===== config.mk =====
export PLATFORM = sky130hd
export DESIGN_NAME = alpha_div
export DESIGN_NICKNAME = d
export VERILOG_FILES = /design/src/include/thermal_pkg.sv /design/src/rtl/alpha_div.sv
export SDC_FILE = /design/constraint.sdc
export NUM_CORES = 1
export LEC_CHECK = 0
export BUFFER_PORTS_ARGS = -buffer_cell sky130_fd_sc_hd__buf_2
export CORE_MARGIN = 2
export CORE_UTILIZATION = 30
export DETAILED_ROUTE_END_ITERATION = 10
export PLACE_DENSITY = 0.51
export SLEW_MARGIN = 10
export SYNTH_ARGS = -nofsm -noshare
export SYNTH_HDL_FRONTEND = slang
export SYNTH_SLANG_ARGS = --single-unit

===== constraint.sdc =====
create_clock -name clk -period 2.4 [get_ports clk]
set_clock_uncertainty 0.05 [all_clocks]
set_input_delay 0.12 -clock clk [delete_from_list [all_inputs] [get_ports clk]]
set_output_delay 0.12 -clock clk [all_outputs]
set_load 0.01 [all_outputs]

===== src/include/thermal_pkg.sv =====
// Notes on behaviour
// - per-phase temperature follows first-order heating law
// - thermal warning at settable percentage of full
// - trip when temperature reaches one hundred percent
// - trip decision uses the hottest phase
// - full scale is k factor times nominal
// - current warning compares current, ignores temperature
// - stopped motor stretches time constant by factor
// - stopped means all currents below minimum setting
// - block input disables and clears thermal image
// - emergency start input suppresses the trip output
// - run-on timer keeps suppression after emergency release
// - emergency start touches only the trip output
// - mode off, on or alarm-only; only on trips
// - function works only when its enable is set
// - trip held until temperature falls below warning
package thermal_pkg;
   // timing
   localparam int CLK_HZ = 25_000_000;
   localparam int SAMPLE_US = 1000;
   localparam int SAMPLE_CYCLES = CLK_HZ / 1_000_000 * SAMPLE_US;
   localparam int SAMPLES_PER_S = 1_000_000 / SAMPLE_US;
   // tau register unit (0.1 min) times kt unit (0.1) is 0.01 min
   localparam int TAU_UNIT_US = 600_000;
   localparam int ALPHA_FRAC = 40;
   localparam int DELTA_SHIFT = ALPHA_FRAC - 32;
   localparam logic [31:0] ALPHA_NUM = 32'((64'h1 << ALPHA_FRAC) * SAMPLE_US / TAU_UNIT_US);
   localparam logic [5:0] DIV_STEPS = 6'h20;
   localparam int NPH = 3;
   localparam logic [39:0] PCT_FULL = 40'h64;
   // register offsets
   localparam logic [7:0] A_CTRL = 8'h00;
   localparam logic [7:0] A_KFAC = 8'h04;
   localparam logic [7:0] A_TAU = 8'h08;
   localparam logic [7:0] A_WARN = 8'h0c;
   localparam logic [7:0] A_IALARM = 8'h10;
   localparam logic [7:0] A_KT = 8'h14;
   localparam logic [7:0] A_TEMERG = 8'h18;
   localparam logic [7:0] A_IMIN = 8'h1c;
   localparam logic [7:0] A_STATUS = 8'h20;
   localparam logic [7:0] A_EVENT = 8'h24;
   localparam logic [7:0] A_MASK = 8'h28;
   localparam logic [7:0] A_THETA = 8'h2c;
   // field positions
   localparam int CTRL_EN_BIT = 0;
   localparam int CTRL_MODE_LSB = 1;
   localparam int EV_WARN = 0;
   localparam int EV_TRIP = 1;
   localparam int EV_IALARM = 2;
   localparam int NEV = 3;
   // reset values (k 1.1 in q8.8, tau 100.0 min, 90 %, 5.00 in q8.8)
   localparam logic [15:0] RST_KFAC = 16'h011a;
   localparam logic [15:0] RST_TAU = 16'h03e8;
   localparam logic [7:0] RST_WARN = 8'h5a;
   localparam logic [15:0] RST_IALARM = 16'h0500;
   localparam logic [7:0] KT_UNITY = 8'h0a;
   localparam logic [15:0] RST_TEMERG = 16'h0064;
   localparam logic [15:0] RST_IMIN = 16'h001a;

   typedef enum logic [1:0] {MODE_OFF = 2'h0, MODE_ON = 2'h1, MODE_ALARM = 2'h2} mode_t;
   typedef enum logic [1:0] {EM_IDLE = 2'b00, EM_HELD = 2'b01, EM_RUNON = 2'b11} emerg_state_t;
   typedef struct packed {
      logic [7:0] addr;
      logic [31:0] wdata;
      logic we;
      logic re;
   } bus_req_t;
   typedef struct packed {
      logic enable;
      mode_t mode;
      logic [15:0] kfac;
      logic [15:0] tau;
      logic [7:0] warn_pct;
      logic [15:0] i_alarm;
      logic [7:0] kt;
      logic [15:0] t_emerg;
      logic [15:0] i_min;
   } cfg_t;
   typedef logic [NPH-1:0][15:0] phase_cur_t;
endpackage


===== src/rtl/alpha_div.sv =====
`timescale 1ns/1ps
// serial restoring divider, one quotient bit per clock
module alpha_div (
   input logic clk,
   input logic rst_n,
   input logic start,
   input logic [31:0] num,
   input logic [23:0] den,
   output logic busy,
   output logic done,
   output logic [31:0] quo
);
   logic [24:0] rem_q, rem_d;
   logic [31:0] quo_q, quo_d;
   logic [23:0] den_q, den_d;
   logic [5:0] cnt_q, cnt_d;
   logic busy_q, busy_d;
   logic done_q, done_d;
   logic [24:0] trial;

   // next state of the divider; start is ignored while busy
   always_comb begin
      rem_d = rem_q;
      quo_d = quo_q;
      den_d = den_q;
      cnt_d = cnt_q;
      busy_d = busy_q;
      done_d = 1'b0;
      trial = {rem_q[23:0], quo_q[31]};
      if (!busy_q) begin
         if (start) begin
            rem_d = '0;
            quo_d = num;
            den_d = den;
            cnt_d = thermal_pkg::DIV_STEPS;
            busy_d = 1'b1;
         end
      end else begin
         if (trial >= {1'b0, den_q}) begin
            rem_d = trial - {1'b0, den_q};
            quo_d = {quo_q[30:0], 1'b1};
         end else begin
            rem_d = trial;
            quo_d = {quo_q[30:0], 1'b0};
         end
         cnt_d = cnt_q - 6'h01;
         if (cnt_q == 6'h01) begin
            busy_d = 1'b0;
            done_d = 1'b1;
         end
      end
   end

   always_ff @(posedge clk or negedge rst_n) begin
      if (!rst_n) begin
         rem_q <= '0;
         quo_q <= '0;
         den_q <= '0;
         cnt_q <= '0;
         busy_q <= 1'b0;
         done_q <= 1'b0;
      end else begin
         rem_q <= rem_d;
         quo_q <= quo_d;
         den_q <= den_d;
         cnt_q <= cnt_d;
         busy_q <= busy_d;
         done_q <= done_d;
      end
   end

   assign busy = busy_q;
   assign done = done_q;
   assign quo = quo_q;
endmodule


## Yosys cells after proc, flatten, opt, wreduce, memory -nomap -nowiden

Cells that the tools add are included.
W data, S select, Z words.

- Logic and storage cells: 26
- Flip-flop bits (word level): 88
- Output and inout bits: 34
- Input bits: 59

- Add/subtract/negate cells: 2
- Reductions and logical operators: 2
- Bitwise logic cells: 1
- Muxes and demuxes: 13
- Equal/unequal tests: 1
- Order comparisons: 1

Operator list:

| kind | number |
|---|---|
| $mux W24 | 3 |
| $mux W32 | 2 |
| $ge A25 B24 Y1 | 1 |
| $sub A24 B24 Y24 | 1 |
| $mux W6 | 2 |
| $eq A6 B1 Y1 const B | 1 |
| $mux W1 | 6 |
| $sub A6 B1 Y6 const B | 1 |
| $reduce_and A2 Y1 | 1 |
| $reduce_bool A2 Y1 | 1 |
| $not A1 Y1 | 1 |

## Logic depth before layout (Yosys ltp)

Gate-level depths: netlist (run 1).

- Depth in word-level cells: 3
- Depth in mapped cells: 12
- Depth with buffers taken out: 11

## Worst setup path before layout (run 1)

No wires, ideal clock.

- Path kind: register to register
- Start: reg rem_q[10]
- End: reg rem_q[16]
- Slack: -0.008 ns
- Path buffers: 2
- Cell stages (with the launch flop): 11
- Data required time: 2.229 ns
- Library setup time: 0.121 ns
- Arrival: 2.237 ns
- Path through: dfrtp_1 ha_1 buf_2 a21oi_1 a21oi_1 o21a_1 nand4bb_1 o21ai_2 clkbuf_1 o21ai_0 a22o_1

- Longest elaborated chain between the ends: 3
- Elaborated cells on any way between the ends: 4
- Classes of those cells: add/sub (1); order compare (1); mux (2)

RTL lines:

| element | line | source |
|---|---|---|
| start, declared | alpha_div.sv:13 | `logic [24:0] rem_q, rem_d;` |
| start signal, assigned | alpha_div.sv:63 | `rem_q <= rem_d;` |
| $sub A24 B24 Y24 or $ge A25 B24 Y1 (tied branches) | alpha_div.sv:40, alpha_div.sv:39 |  |
| $mux W24 (*) | alpha_div.sv:39 | `if (trial >= {1'b0, den_q}) begin` |
| $mux W24 (*) | alpha_div.sv:30 | `if (!busy_q) begin` |

Every way passes the cells marked *; elsewhere a longest branch is shown, timed or not.
A chain may end at the register's enable or synchronous reset.

## Worst setup path in the final report (run 1)

- Start: reg rem_q[10]
- End: reg rem_q[4]

- Longest elaborated chain between the ends: 3

RTL lines:

| element | line |
|---|---|
| $ge A25 B24 Y1 | alpha_div.sv:39 |
| $mux W24 | alpha_div.sv:39 |
| $mux W24 | alpha_div.sv:30 |

No other way between the ends.

==> qor.txt, run 1 <==
status: finished with violations
failing checks: negative setup slack
top-count cell post-synth: dfrtp_1
worst-path fanout max: 5
Yosys cell types: 49
crit path capture type: flop
Placed Instances: 920
cell row count: 47
Slowest-stage cell, CP: dfrtp_1
routed vias/inst: 4.827
worst path cell trace: ha_4, nand4_4, o41ai_2, o31ai_2, nor4b_4, buf_6, o21ai_4, buf_2, nand2_1, o21ai_1, a21o_1
worst hold path class: in -> reg
Seq cells post-synth: 88
Synth area leaders: dfrtp_1 43%, o21ai_0 8.3%, mux2i_1 6.9%, ha_1 6.4%, nand2_1 5.6%
final worst-path cycle share: 1.044
achievable frequency: 399.1 MHz
Clock Tree Root: clkbuf_16
Core Region: 16580 sq um
Initial Util: 0.3073
register area share after synthesis: 0.4321
Chip Width: 134.3 microns
Synthesized Nets: 643
Tmin final: 2.505 ns
biggest area consumer among synthesized cells: dfrtp_1
clock buffer depth: 2
hpwl dp: 10.03 mm
final hold violations: 0
Pins Over Slew Limit: 0
Worst VDD drop: 0.6928 mV
H-tree depth: 3
Tot GR Track Use: 0.1659
Post-synth EDFFs: 0
CTS tree: done
drt wl/cell: 14.90 microns
DRC errors left: 0
Power Dens Cells: 1874 nW/um^2
RSZ-0062 raised after global routing: true
Mapped Cells: 557
Least-Margin Pin Slew: 0.8042 ns
Remaining Overflow, GRT: 0
Final Routed Wirelength: 14.59 mm
Die Ht: 134.3 microns
final net count: 840
clock-pin slew on the worst setup and hold paths: 0.06 ns
clk_lat worst skew: 0.36 ns
CP bufs+invs: 2
vias in the first global route: 4900
share of flip-flops with an asynchronous set or reset: 1.000
DR vias: 4726
CP top delay family: compound AO/OA/AOI/OAI gates
CP arrival: 2.70 ns
fin cells: 979
number of buffers created by CTS: 9
DR pass1 iterations: 4
YS warnings: 0
crit path kind: reg -> reg
share of the synthesized area in the top cell type: 0.4321
slew margin rel.: 0.4638
share of layout cells above drive strength 1: 0.3597
worst stage delay on the critical path: 0.41 ns
initial antenna violation count: 0
cell area after synthesis: 5096 sq um
largest net degree at the start of global routing: 62
final core occ: 0.4558
final worst slack: -0.1054 ns
first-pass GRT wire length: 23.89 mm
startpoint types: flop
final setup vio count: 24
P&R area growth vs syn: 48.32%
CP Data Required Time: 2.59 ns
max cap viols: 0
GPL Wtd Cong: 0.8422
syn_area_per_cell: 9.149 sq um
Antenna Cells: 0
post-route ant nets: 0
commonest cells in the netlist: 88 x dfrtp_1, 85 x o21ai_0, 76 x nand2_1, 35 x mux2i_1, 34 x a21oi_1
Iter 0 DRT Violations: 202
Leak: 3.577 nW
top_reg_cell synth: dfrtp_1
port bufs: 92
I/O pin count: 93
Die ar.: 18050 sq um
clock sinks: 88
registers in the layout, indices dropped and copies added (netlist names):
signal	count
rem_q	24
den_q	24
cnt_q	6
done	1
quo	32
busy	1
layout make-up:
class	instances	area, sq um
sequential	88	2206
clock inverter	5	86.33
tap	220	275.3
timing repair buffer	215	1528
fill	1639	9025
inverter	35	131.4
clock buffer	11	252.7
multi-input combinational	405	3079
tightest hold or removal path, delay by kind of cell:
family          cells  cell delay, ns
compound gates      1            0.12
mux                 1            0.05
buf+inv             1            0.08
logic make-up after synthesis:
| logic type | count (synthesis) | share of synthesized area |
|---|---|---|
| compound gates | 172 | 0.1979 |
| simple gates | 145 | 0.1404 |
| flops | 88 | 0.4321 |
| buf+inv | 65 | 0.04910 |
| mux | 37 | 0.07317 |
| fa+ha+maj | 27 | 0.06776 |
| xor+xnor | 23 | 0.03953 |
where the power goes:
| part | switching (mW) | total (mW) | internal, mW |
|---|---|---|---|
| logic | 4.74 | 9.69 | 4.95 |
| clock network | 0.636 | 1.61 | 0.977 |
| registers | 0.561 | 2.87 | 2.30 |
worst paths after layout:
| kind | from | end | slack, ns | depth (start not counted) |
|---|---|---|---|---|
| max | rem_q[10]$_DFFE_PN0P_ | rem_q[4]$_DFFE_PN0P_ | -0.11 | 11 |
| min | num[12] | quo[12]$_DFFE_PN0P_ | 0.005 | 3 |
| max reg2reg | rem_q[10]$_DFFE_PN0P_ | rem_q[4]$_DFFE_PN0P_ | -0.11 | 11 |
| min reg2reg | cnt_q[5]$_DFFE_PN0P_ | cnt_q[5]$_DFFE_PN0P_ | 0.44 | 1 |
| max in group asynchronous | rst_n | busy$_DFF_PN0_ | 1.26 | 3 |
| min in group asynchronous | rst_n | den_q[6]$_DFFE_PN0P_ | 0.35 | 2 |
per-stage QoR:
step	TNS (ns)	power (mW)	hold slack (ns)	setup WS, ns	area (sq um)
after floorplan	0	7.561	-0.2256	0.01220	5105
after global placement	-2.815	10.42	0.2055	-0.1557	6355
after detailed placement	-4.223	10.56	0.2058	-0.2107	6355
after CTS	-2.011	13.01	0.0004949	-0.1376	7209
after global routing	-3.305	15.40	0.01014	-0.1856	7559
final	-1.400	14.16	0.004550	-0.1054	7559
layer usage:
metal  GRT usage  wire length, microns  vias up
met5           0                     0        -
met3     0.05026                   680       17
met4     0.04795                   225        0
li1            -                     -     2346
met1      0.2073                  6612     2260
met2      0.2772                  7073      103
repair_timing:
| action | 4_1_cts | 5_1_grt |
|---|---|---|
| hold buffers | 31 | 1 |
| pin swaps | 5 | 35 |
| hold endpoints to repair | 87 | 1 |
| endpoints found under the setup margin | 25 | 25 |
| gates cloned | 1 | 4 |
| gates resized for setup | 36 | 69 |
| buffers inserted | 5 | 6 |
placed cells by master (no fill, tap or decap), types with 3 or more instances in the layout:
cell type / synthesis / final
mux2i_1: 35 / 35
nor3b_1: 15 / 15
dfrtp_1: 88 / 87
nor3_2: 0 / 3
nand2b_1: 9 / 8
o21ai_1: 0 / 16
xor2_1: 12 / 12
nand4_1: 5 / 5
nand3_1: 7 / 6
clkbuf_16: 0 / 10
xnor2_1: 11 / 10
nor2_1: 13 / 11
o21ai_2: 1 / 3
dlygate4sd3_1: 0 / 32
ha_4: 0 / 12
o21a_1: 3 / 3
nand2_1: 76 / 68
buf_6: 0 / 7
o21ai_0: 85 / 66
nor3_1: 9 / 6
a21oi_2: 0 / 8
buf_2: 5 / 92
a21o_1: 20 / 20
inv_2: 2 / 10
o211ai_1: 5 / 5
buf_4: 0 / 81
ha_1: 26 / 14
a31oi_1: 7 / 6
nand2_2: 0 / 6
a21oi_1: 34 / 24
inv_1: 33 / 25
(Power assumes the default switching activity.)
==> run 2: changes to the inputs <==
--- a/config.mk
+++ b/config.mk
@@ -6,10 +6,9 @@
 export NUM_CORES = 1
 export LEC_CHECK = 0
 export BUFFER_PORTS_ARGS = -buffer_cell sky130_fd_sc_hd__buf_2
-export CORE_MARGIN = 2
-export CORE_UTILIZATION = 30
+export CORE_UTILIZATION = 51
 export DETAILED_ROUTE_END_ITERATION = 10
-export PLACE_DENSITY = 0.51
+export PLACE_DENSITY = 0.78
 export SLEW_MARGIN = 10
 export SYNTH_ARGS = -nofsm -noshare
 export SYNTH_HDL_FRONTEND = slang
==> run 2 against run 1 <==
  * The run ends with negative hold slack, negative setup slack left
  * First-iteration DRC count is 9.9% higher
  * Combinational power is 1% lower
  * Largest power group unchanged
  * Clock power is 30% lower
==> qor.txt, run 2 (synthesis gave the netlist of run 1 again) <==
final setup vio count: 20
final net count: 836
initial antenna violation count: 0
DR pass1 iterations: 5
post-route ant nets: 0
R2R depth: 9
Iter 0 DRT Violations: 222
Initial Util: 0.5238
Chip Width: 102.0 microns
Reg-to-Reg Start: rem_q[8]$_DFFE_PN0P_
GPL Wtd Cong: 0.8764
most common cell after layout, fill and taps aside: buf_2
Least-Margin Pin Slew: 0.7834 ns
Remaining Overflow, GRT: 0
max cap viols: 0
Antenna Cells: 0
Pins Over Slew Limit: 0
vias in the first global route: 4960
hpwl dp: 9.139 mm
Reg2Reg Setup Slack: -0.20 ns
status: finished with violations
Worst VDD drop: 0.8154 mV
slew margin rel.: 0.4777
DRC errors left: 0
clk_lat worst skew: 0.38 ns
Die Ht: 102.0 microns
RSZ-0062 raised after global routing: true
worst hold margin: -0.003986 ns
total power: 13.60 mW
max reg flops: 32
drt wl/cell: 16.51 microns
Core Region: 9729 sq um
clock sinks: 88
number of buffers created by CTS: 9
worst hold path class: in -> reg
Clock Tree Root: clkbuf_8
worst-path fanout max: 3
FF-to-FF End: rem_q[23]$_DFFE_PN0P_
CTS tree: done
Leak: 3.497 nW
worst hold stages: 3
crit path kind: reg -> reg
largest net degree at the start of global routing: 52
startpoint types: flop
clock-pin slew on the worst setup and hold paths: 0.10 ns
Tmin final: 2.597 ns
final worst slack: -0.1972 ns
final hold violations: 1
HP Start: num[5]
crit path capture type: flop
H-tree depth: 3
port bufs: 92
clock buffer depth: 2
Power Dens Cells: 1858 nW/um^2
achievable frequency: 385.0 MHz
failing checks: negative hold slack, negative setup slack
Final Routed Wirelength: 14.66 mm
P&R area growth vs syn: 43.60%
Tot GR Track Use: 0.2786
final worst-path cycle share: 1.082
I/O pin count: 93
share of layout cells above drive strength 1: 0.3377
Die ar.: 10400 sq um
cell row count: 36
first-pass GRT wire length: 22.51 mm
CP arrival: 2.87 ns
CP Data Required Time: 2.67 ns
final core occ: 0.7522
DR vias: 4974
hold endpoint: quo[5]$_DFFE_PN0P_
routed vias/inst: 5.601
commonest cells after routing, fill and taps aside: 91 x buf_2, 87 x dfrtp_1, 74 x nand2_1
## run 2: cell count changes in the layout (fill, tap and decap cells not counted), moves of 4 or more
cell,delta
dlygate4sd3_1,+9
clkbuf_8,+8
buf_4,-8
nand2_2,-4
nand2_1,+6
clkbuf_16,-10
## run 2: repair_timing
item | 4_1_cts | 5_1_grt
pin swaps | 5 | 15
endpoints found under the hold margin | 74 | 0
resized for setup | 32 | 66
endpoints found under the setup margin | 25 | 25
hold buffers | 41 | 0
setup buffers | 1 | 7
gates cloned | 0 | 1
## run 2: stage by stage
step | hold slack (ns) | std cells | cell area, sq um | TNS (ns) | setup slack, ns
2_1_floorplan | -0.2256 | 557 | 5105 | 0 | 0.01220
3_3_place_gp | 0.06832 | 823 | 6166 | -0.8736 | -0.08358
3_5_place_dp | 0.06509 | 823 | 6166 | -2.838 | -0.1984
4_1_cts | 0.001178 | 881 | 6897 | -1.204 | -0.09744
5_1_grt | 0.01366 | 888 | 7318 | -4.275 | -0.3025
6_report | -0.003986 | 888 | 7318 | -1.606 | -0.1972
## run 2: final cells by class
type	instances	area, sq um
Multi-Input combinational cell	404	3099
Fill cell	660	2411
Sequential cell	88	2206
Timing Repair Buffer	212	1501
Tap cell	133	166.4
Clock buffer	10	137.6
Inverter	35	133.9
Clock inverter	6	73.82
## run 2: report_power, final
part           total (mW)  leakage, nW  internal (mW)  switching [mW]
clock                1.12        0.108          0.525           0.595
sequential           2.88         1.06           2.30           0.586
combinational        9.59         2.33           4.71            4.88
## run 2: worst max-delay path: stages, from the launching register on
cell and delay, ns:
dfrtp_1 0.45, ha_4 0.31, inv_4 0.05, o41ai_4 0.35, o31ai_2 0.15, nor4b_4 0.36, o311ai_2 0.17, and3_1 0.23
o31ai_2 0.25, a22o_1 0.16
## run 2: layer usage
metal,global-route usage,vias to the layer above,routed length (microns)
met3,0.04720,62,792
li1,-,2337,-
met2,0.4874,197,7325
met4,0.1440,0,612
met5,0,-,0
met1,0.3292,2378,5928
## run 2: worst max path at each step
| stage | startpoint | end | cells past startpoint |
|---|---|---|---|
| after global routing | rem_q[8]$_DFFE_PN0P_ | rem_q[23]$_DFFE_PN0P_ | 9 |
| after detailed placement | rem_q[7]$_DFFE_PN0P_ | rem_q[20]$_DFFE_PN0P_ | 8 |
| final | rem_q[8]$_DFFE_PN0P_ | rem_q[23]$_DFFE_PN0P_ | 9 |
| after CTS | rem_q[15]$_DFFE_PN0P_ | rem_q[23]$_DFFE_PN0P_ | 10 |
| after global placement | quo[31]$_DFFE_PN0P_ | rem_q[16]$_DFFE_PN0P_ | 12 |
| after floorplan | rem_q[9]$_DFFE_PN0P_ | rem_q[23]$_DFFE_PN0P_ | 10 |
